$ cat src/common/vfd_regs.vh
// Register map, field positions, reset values and timing counts of the display scan controller
`ifndef VFD_REGS_VH
`define VFD_REGS_VH

// ----------------------------------------
// Register offsets (low byte of the SFR address)
// ----------------------------------------
`define VFD_OFS_CONFIG_PRIMARY 8'hA0
`define VFD_OFS_TIMING_CONFIG 8'hA1
`define VFD_OFS_MASK_COUNT 8'hA2

// ----------------------------------------
// Reset values
// ----------------------------------------
`define VFD_RST_CONFIG_PRIMARY 8'h00
`define VFD_RST_TIMING_CONFIG 8'h00
`define VFD_RST_MASK_COUNT 8'h00

// ----------------------------------------
// Field positions
// ----------------------------------------
`define VFD_KSF_BIT 7
`define VFD_NOISE_MODE_BIT 6
`define VFD_DIGIT_SRC_BIT 5
`define VFD_SEG_COUNT_MSB 4
`define VFD_SEG_COUNT_LSB 0
`define VFD_DIGIT_COUNT_MSB 7
`define VFD_DIGIT_COUNT_LSB 4
`define VFD_CUT_WIDTH_MSB 3
`define VFD_CUT_WIDTH_LSB 1
`define VFD_SLOT_LONG_BIT 0
`define VFD_DIGIT_STOP 4'h0

// ----------------------------------------
// Geometry and timing counts (main oscillator periods)
// ----------------------------------------
`define VFD_PIN_COUNT 53
`define VFD_DEDICATED_COUNT 13
`define VFD_SHARED_COUNT 40
`define VFD_SEG_MIN 9
`define VFD_RECORD_BYTES 7
`define VFD_SLOT_SHORT 1024
`define VFD_SLOT_LONG 2048

`endif

$ cat src/rtl/vfd_slot_timer.v
// Slot timer: cycle count inside a slot and slot index inside a frame
`timescale 1ns/100ps
`default_nettype none
`include "vfd_regs.vh"

module vfd_slot_timer #(
  parameter CW = 12
) (
  input wire clk_sys_i,
  input wire reset_n_i,
  input wire run_i,
  input wire long_slot_i,
  input wire [4:0] last_slot_i,
  output reg [CW-1:0] slot_cnt_o,
  output reg [4:0] slot_idx_o,
  output wire slot_start_o
);

  localparam [CW-1:0] LAST_LONG = `VFD_SLOT_LONG - 1;
  localparam [CW-1:0] LAST_SHORT = `VFD_SLOT_SHORT - 1;

  wire [CW-1:0] slot_last;

  assign slot_last = long_slot_i ? LAST_LONG : LAST_SHORT;
  assign slot_start_o = run_i & (slot_cnt_o == {CW{1'b0}});

  // ----------------------------------------
  // Counters
  // ----------------------------------------
  always @(posedge clk_sys_i or negedge reset_n_i) begin
    if (!reset_n_i) begin
      slot_cnt_o <= {CW{1'b0}};
      slot_idx_o <= 5'h00;
    end else if (!run_i) begin
      slot_cnt_o <= {CW{1'b0}};
      slot_idx_o <= 5'h00;
    end else if (slot_cnt_o >= slot_last) begin
      slot_cnt_o <= {CW{1'b0}};
      // Digits ascending, then the key-scan slot, then wrap
      if (slot_idx_o >= last_slot_i) begin
        slot_idx_o <= 5'h00;
      end else begin
        slot_idx_o <= slot_idx_o + 5'h01;
      end
    end else begin
      slot_cnt_o <= slot_cnt_o + {{(CW-1){1'b0}}, 1'b1};
    end
  end

endmodule
`default_nettype wire

$ cat src/rtl/vfd_scan_controller.v
// Display scan controller: registers, display data fetch, pin drive
`timescale 1ns/100ps
`default_nettype none
`include "vfd_regs.vh"


module vfd_scan_controller #(
  parameter CW = 12
) (
  input wire clk_sys_i,
  input wire reset_n_i,
  input wire [7:0] sfr_addr_i,
  input wire [7:0] sfr_wdata_i,
  input wire sfr_wr_i,
  input wire sfr_rd_i,
  output reg [7:0] sfr_rdata_o,
  output reg [6:0] ram_addr_o,
  output reg ram_rd_o,
  input wire [7:0] ram_data_i,
  input wire [39:0] port_latch_i,
  output reg [52:0] disp_out_o,
  output reg [39:0] port_role_o,
  output reg key_scan_interrupt_o,
  output reg key_scan_phase_flag_o,
  output reg noise_mode_o
);

  // ----------------------------------------
  // Helpers
  // ----------------------------------------
  // Fraction of a slot in steps of 1/64
  function [CW-1:0] slot_part;
    input [CW-1:0] len;
    input [6:0] steps;
    reg [CW+6:0] prod;
    begin
      prod = len * steps;
      slot_part = prod[CW+5:6];
    end
  endfunction

  // ----------------------------------------
  // Registers
  // ----------------------------------------
  reg [6:0] display_config_primary;
  reg [7:0] display_timing_config;
  reg [7:0] display_mask_count;

  always @(posedge clk_sys_i or negedge reset_n_i) begin
    if (!reset_n_i) begin
      display_config_primary <= 7'h00;
      display_timing_config <= `VFD_RST_TIMING_CONFIG;
      display_mask_count <= `VFD_RST_MASK_COUNT;
    end else if (sfr_wr_i) begin
      case (sfr_addr_i)
        `VFD_OFS_CONFIG_PRIMARY: begin
          display_config_primary <= sfr_wdata_i[6:0];
        end
        `VFD_OFS_TIMING_CONFIG: begin
          display_timing_config <= sfr_wdata_i;
        end
        `VFD_OFS_MASK_COUNT: begin
          display_mask_count <= sfr_wdata_i;
        end
        default: begin
          display_timing_config <= display_timing_config;
        end
      endcase
    end
  end

  wire [3:0] digit_count_field;
  wire [2:0] segment_cut_width;
  wire digit_source_select;
  wire running;
  wire [4:0] digit_total;
  wire [5:0] seg_total;

  assign digit_count_field = display_timing_config[`VFD_DIGIT_COUNT_MSB:`VFD_DIGIT_COUNT_LSB];
  assign segment_cut_width = display_timing_config[`VFD_CUT_WIDTH_MSB:`VFD_CUT_WIDTH_LSB];
  assign digit_source_select = display_config_primary[`VFD_DIGIT_SRC_BIT];
  assign running = (digit_count_field != `VFD_DIGIT_STOP);
  assign digit_total = {1'b0, digit_count_field} + 5'h01;
  assign seg_total = {1'b0, display_config_primary[4:0]} + 6'd`VFD_SEG_MIN;

  // ----------------------------------------
  // Register read
  // ----------------------------------------
  reg [7:0] next_rdata;

  always @* begin
    case (sfr_addr_i)
      `VFD_OFS_CONFIG_PRIMARY: next_rdata = {key_scan_phase_flag_o, display_config_primary};
      `VFD_OFS_TIMING_CONFIG: next_rdata = display_timing_config;
      `VFD_OFS_MASK_COUNT: next_rdata = display_mask_count;
      default: next_rdata = 8'h00;
    endcase
  end

  always @(posedge clk_sys_i or negedge reset_n_i) begin
    if (!reset_n_i) begin
      sfr_rdata_o <= 8'h00;
    end else if (sfr_rd_i) begin
      sfr_rdata_o <= next_rdata;
    end
  end

  // ----------------------------------------
  // Slot timing
  // ----------------------------------------
  wire [CW-1:0] slot_cnt;
  wire [4:0] slot_idx;
  wire slot_start;

  vfd_slot_timer #(
    .CW(CW)
  ) u_timer (
    .clk_sys_i(clk_sys_i),
    .reset_n_i(reset_n_i),
    .run_i(running),
    .long_slot_i(display_timing_config[`VFD_SLOT_LONG_BIT]),
    .last_slot_i(digit_total),
    .slot_cnt_o(slot_cnt),
    .slot_idx_o(slot_idx),
    .slot_start_o(slot_start)
  );

  wire [CW-1:0] slot_len;
  wire [CW-1:0] lead;
  wire [CW-1:0] dig_end;
  wire [CW-1:0] seg_cut;
  wire key_slot;
  wire dig_on;
  wire seg_on;

  localparam [CW-1:0] LEN_LONG = `VFD_SLOT_LONG;
  localparam [CW-1:0] LEN_SHORT = `VFD_SLOT_SHORT;

  assign slot_len = display_timing_config[`VFD_SLOT_LONG_BIT] ? LEN_LONG : LEN_SHORT;
  assign key_slot = running & (slot_idx == digit_total);
  // Digit window opens after the fetch has finished
  assign lead = slot_part(slot_len, 7'd2);
  // Eight digit widths, one per brightness step
  assign dig_end = slot_len - slot_part(slot_len, {1'b0, segment_cut_width, 3'b000}) - lead;
  assign seg_cut = slot_part(slot_len, {4'h0, segment_cut_width});
  assign dig_on = (slot_cnt >= lead) && (slot_cnt < dig_end);
  assign seg_on = (slot_cnt >= lead + seg_cut) && (slot_cnt + seg_cut < dig_end);

  // ----------------------------------------
  // Display data fetch
  // ----------------------------------------
  reg [2:0] req_byte;
  reg [2:0] rx_byte;
  reg rx_valid;
  reg [55:0] pend;
  reg [52:0] active;
  integer j;

  always @(posedge clk_sys_i or negedge reset_n_i) begin
    if (!reset_n_i) begin
      ram_rd_o <= 1'b0;
      ram_addr_o <= 7'h00;
      req_byte <= 3'h0;
      rx_byte <= 3'h0;
      rx_valid <= 1'b0;
      pend <= 56'h0;
    end else begin
      rx_valid <= ram_rd_o;
      rx_byte <= req_byte;
      if (slot_start && !key_slot) begin
        ram_rd_o <= 1'b1;
        ram_addr_o <= slot_idx[3:0] * 7'd`VFD_RECORD_BYTES;
        req_byte <= 3'h0;
      end else if (ram_rd_o) begin
        if (req_byte == 3'd6) begin
          ram_rd_o <= 1'b0;
        end else begin
          req_byte <= req_byte + 3'h1;
          ram_addr_o <= ram_addr_o + 7'h01;
        end
      end
      if (rx_valid) begin
        pend[rx_byte*8 +: 8] <= ram_data_i;
      end
    end
  end

  // Latched into the output pattern when the window opens
  always @(posedge clk_sys_i or negedge reset_n_i) begin
    if (!reset_n_i) begin
      active <= 53'h0;
    end else if (running && !key_slot && slot_cnt == lead) begin
      for (j = 0; j < `VFD_PIN_COUNT; j = j + 1) begin
        // Masked leading bits are only refreshed in the first slot
        if (!(digit_source_select && j < display_mask_count && slot_idx != 5'h00)) begin
          active[j] <= pend[j];
        end
      end
    end
  end

  // ----------------------------------------
  // Pin drive
  // ----------------------------------------
  reg [52:0] next_disp;
  reg [39:0] next_role;
  integer i;

  always @* begin
    next_disp = 53'h0;
    next_role = 40'h0;
    for (i = 0; i < `VFD_PIN_COUNT; i = i + 1) begin
      if (!running) begin
        if (i >= `VFD_DEDICATED_COUNT) begin
          next_role[i-13] = 1'b1;
          next_disp[i] = port_latch_i[i-13];
        end
      end else if (!digit_source_select && i >= `VFD_PIN_COUNT - digit_total) begin
        // Digits sit at the top pins and win over segments
        next_disp[i] = !key_slot && dig_on && (52 - i == slot_idx);
      end else if (i < seg_total) begin
        if (key_slot) begin
          next_disp[i] = port_latch_i[i];
        end else if (digit_source_select) begin
          next_disp[i] = active[i] & dig_on;
        end else begin
          next_disp[i] = active[i] & seg_on;
        end
      end else if (i >= `VFD_DEDICATED_COUNT) begin
        next_role[i-13] = 1'b1;
        next_disp[i] = port_latch_i[i-13];
      end
      // Pins 0..12 have no port role and stay low when unused
    end
  end

  // ----------------------------------------
  // Output registers
  // ----------------------------------------
  always @(posedge clk_sys_i or negedge reset_n_i) begin
    if (!reset_n_i) begin
      disp_out_o <= 53'h0;
      port_role_o <= 40'h0;
      key_scan_interrupt_o <= 1'b0;
      key_scan_phase_flag_o <= 1'b0;
      noise_mode_o <= 1'b0;
    end else begin
      disp_out_o <= next_disp;
      port_role_o <= next_role;
      key_scan_interrupt_o <= slot_start & key_slot;
      key_scan_phase_flag_o <= key_slot;
      noise_mode_o <= display_config_primary[`VFD_NOISE_MODE_BIT];
    end
  end

endmodule
`default_nettype wire

$ cat config.mk
export PLATFORM = sky130hd
export DESIGN_NAME = vfd_scan_controller
export DESIGN_NICKNAME = d
export VERILOG_FILES = /design/src/rtl/vfd_slot_timer.v /design/src/rtl/vfd_scan_controller.v
export VERILOG_INCLUDE_DIRS = /design/src /design/src/common
export SDC_FILE = /design/constraint.sdc
export NUM_CORES = 1
export LEC_CHECK = 0
export BUFFER_PORTS_ARGS = -buffer_cell sky130_fd_sc_hd__buf_2
export CORE_MARGIN = 4
export CORE_UTILIZATION = 61
export CTS_BUF_LIST = sky130_fd_sc_hd__clkbuf_8
export CTS_CLUSTER_SIZE = 10
export DETAILED_ROUTE_END_ITERATION = 6
export PLACE_DENSITY = 0.89
export REMOVE_ABC_BUFFERS = 1
export SYNTH_ARGS = -nofsm -noshare
export SYNTH_HDL_FRONTEND = slang
export SYNTH_SLANG_ARGS = --single-unit
$ cat constraint.sdc
create_clock -name clk_sys_i -period 11.04 [get_ports clk_sys_i]
set_clock_uncertainty 0.2 [all_clocks]
set_input_delay 1.656 -clock clk_sys_i [delete_from_list [all_inputs] [get_ports clk_sys_i]]
set_output_delay 1.656 -clock clk_sys_i [all_outputs]
set_load 0.005 [all_outputs]
==> results.md <==
- Critical R2R Launch: display_timing_config[0]$_DFFE_PN0P_
- Vias per inst: 6.79
- Global-route wire length before repair: 79900 um
- HP Start: ram_rd_o$_DFF_PN0_
- Core ar.: 24300 um2
- Nets: 1834
- Slew margin rel.: 0.140
- Main combinational cell family by area after synthesis: compound AO/OA/AOI/OAI gates
- Drt first-iter violations: 2243
- Final hold vios: 0
- Worst-Skew Late Latency: 0.58 ns
- Area of the mapped netlist: 15100 um2
- VDD IR max: 0.186 mV
- Netlist cell types: 101
- Crit path capture: disp_out_o[26]$_DFF_PN0_
- DPL Wire Length: 38400 um
- Max Fanout on Critical Path: 18
- Pwr dens: 171 nW/um2
- CTS Sinks: 265
- Sequential area share after synthesis: 0.441
- Hold WC Path Type: register to register
- Avg Synthesized Cell Area: 9.81 um2
- EDFF count, synth: 0
- Outcome: complete, but fails checks
- Crit path launch: display_timing_config[0]$_DFFE_PN0P_
- Simple-gate share of the synthesized area: 0.156
- Wire per inst: 26.2 um
- Setup violators final: 0
- Main flop type after synthesis: dfrtp_1
- Setup TNS: 0 ns
- Post-DRT Antenna Nets: 0
- Final Max Tran Viols: 0
- Remaining global-route overflow: 0
- Tightest Pin Transition: 1.29 ns
- Non-filler cells, final: 2051
- Fin worst setup slack: 5.56 ns
- Fmax: 0.183 GHz
- Die H: 165 um
- Post-route DRC: 17
- Die Area: 27300 um2
- Most frequent cells in the layout: dfrtp_1 (265), nand2_1 (185), buf_2 (178), o21ai_0 (111), a21oi_1 (95)
- Hold_ws: 0.213 ns
- Final period utilization: 0.496
- Busiest grt layer: met2
- Multiplexer share of the synthesized area: 0.0748
- Largest net degree at the start of global routing: 121
- Placed cell count: 1968
- Met1 usage in global routing: 0.510
- R2R setup slack: 5.56 ns
- Top Ports: 180
- Max-cap violation count: 0
- CP required: 11.30 ns
- Crit Path Class: register to register
- Initial Util: 0.619
- Longest Clk Path Bufs: 3
- Adder-cell share of the synthesized area: 0.0668
- Root buffer cell: clkbuf_8
- Via count: 13.9k
- Dpl ws: 5.71 ns
- Compound-Gate Fraction of Synth Area: 0.199
- Commonest non-fill, non-tap cell in the layout: dfrtp_1
- Setup Fix Bufs, Post-CTS: 0
- Proportion of layout cells with a drive suffix above 1: 0.218
- Fin area: 17000 um2
- Die X: 165 um
- Routed WL: 53700 um
- Row cnt: 57
- FF+latch count, synth: 265
- Worst Path Arrival: 5.74 ns
- H-Tree Depth: 2
- Post-DP Area: 16000 um2
- Minimum clock period: 5.48 ns
- Port Buffers: 179
- GRT met2 Usage: 0.574
- Setup crit start kind: register
- XOR/XNOR Fraction of Synth Area: 0.0218
- GPL Wtd Cong: 1.01
- Initial antenna violation count: 3
- RSZ-0062 raised after global routing: false
- Cells after Synth: 1535
- P&R area growth vs syn: 13.0%
- # resized after CTS: 0
- CP endpoint kind: register
- P_leak: 7.64 nW
- YS warnings: 0
- Ys async rst share: 1.00
- Clk pin slew, worst setup/hold paths: 0.06 ns
- Hold buffers post-CTS: 0
- CTS tree: done
- Global Route Usage Sum: 0.390
- Drt first pass iters: 7
- R2R cell count: 14
- Failing checks: design-rule violations
- Vias in the first global route: 13.5k
- Worst R2R End: disp_out_o[26]$_DFF_PN0_
- Met3 usage: 0.136
- Number of CTS-inserted buffers: 44
## registers in the layout (all words and copies together) (netlist names), 8 cells and up
name                   count
active                    53
sfr_rdata_o                8
pend                      53
display_mask_count         8
disp_out_o                53
port_role_o               40
display_timing_config      8
u_timer.slot_cnt_o        12
## per-stage QoR
stage	power, mW	util
floorplan	1.65	-
global placement	1.89	0.659
detailed placement	1.93	0.659
CTS	2.88	0.699
global route	3.02	0.699
finish	2.91	0.700
## report_power, final
part           internal [mW]  leakage, nW  switching (mW)
logic                  0.241         3.82           0.420
registers               1.14         3.28           0.159
clock network          0.523        0.539           0.423
total                   1.91         7.64            1.00
## area by class of cell
| cell class | instances | area (um2) |
|---|---|---|
| Multi-Input combinational cell | 1135 | 7800 |
| Sequential cell | 265 | 6630 |
| Timing Repair Buffer | 191 | 996 |
| Tap cell | 324 | 405 |
| Antenna cell | 3 | 7.51 |
| Clock inverter | 22 | 171 |
| Inverter | 53 | 199 |
| Fill cell | 1746 | 7310 |
| Clock buffer | 58 | 798 |
## synth_stat cells (16+ instances only)
| cell | n | area share |
|---|---|---|
| and3_1 | 16 | 0.0067 |
| ha_1 | 70 | 0.058 |
| mux2_2 | 58 | 0.043 |
| nor2_1 | 90 | 0.022 |
| o211ai_1 | 17 | 0.0085 |
| mux2_1 | 26 | 0.019 |
| nor3_1 | 38 | 0.013 |
| xnor2_1 | 17 | 0.0099 |
| nand3_1 | 37 | 0.012 |
| a22oi_1 | 19 | 0.0095 |
| inv_1 | 49 | 0.012 |
| o21ai_0 | 111 | 0.037 |
| o21ai_1 | 16 | 0.0053 |
| clkbuf_1 | 47 | 0.012 |
| a211o_1 | 16 | 0.0093 |
| a211oi_1 | 18 | 0.0090 |
| nand2_1 | 186 | 0.046 |
| a21oi_1 | 95 | 0.032 |
| buf_2 | 16 | 0.0053 |
| dfrtp_1 | 265 | 0.44 |
## how the worst min path moves through the flow
| stage | to | slack, ns | cells after the start |
|---|---|---|---|
| global placement | rx_valid$_DFF_PN0_ | 0.18 | 0 |
| finish | rx_valid$_DFF_PN0_ | 0.21 | 0 |
| floorplan | noise_mode_o$_DFF_PN0_ | 0.17 | 0 |
| CTS | noise_mode_o$_DFF_PN0_ | 0.21 | 0 |
| detailed placement | rx_valid$_DFF_PN0_ | 0.19 | 0 |
| global route | rx_valid$_DFF_PN0_ | 0.25 | 0 |
## critical path: stages (launching register included)
cell,delay [ns]
dfrtp_1,0.65
mux2_2,0.40
ha_1,0.40
ha_1,0.36
a21oi_1,0.22
o21bai_1,0.09
a21oi_1,0.22
nor2_1,0.09
xor2_1,0.15
ha_1,0.32
a211o_1,0.30
a221oi_2,0.55
o21a_1,0.79
a21boi_0,0.24
a221oi_1,0.37
## routing by layer
metal | vias up | routed length (um)
met4 | 2 | 3400
li1 | 5893 | -
met5 | - | 13
met1 | 6649 | 19800
met2 | 1113 | 23200
met3 | 274 | 7260
## cell families (layout without fill, tap and decap cells)
| group | after synthesis | count (layout) |
|---|---|---|
| AO/OA/AOI/OAI | 448 | 448 |
| XOR/XNOR | 34 | 34 |
| adder cells (fa/ha/maj) | 77 | 77 |
| buffers and inverters | 136 | 324 |
| flip-flops | 265 | 265 |
| multiplexers | 97 | 97 |
| other | 1 | 5 |
| AND/OR/NAND/NOR | 477 | 477 |
No activity file was read; power rests on OpenSTA's default activity.
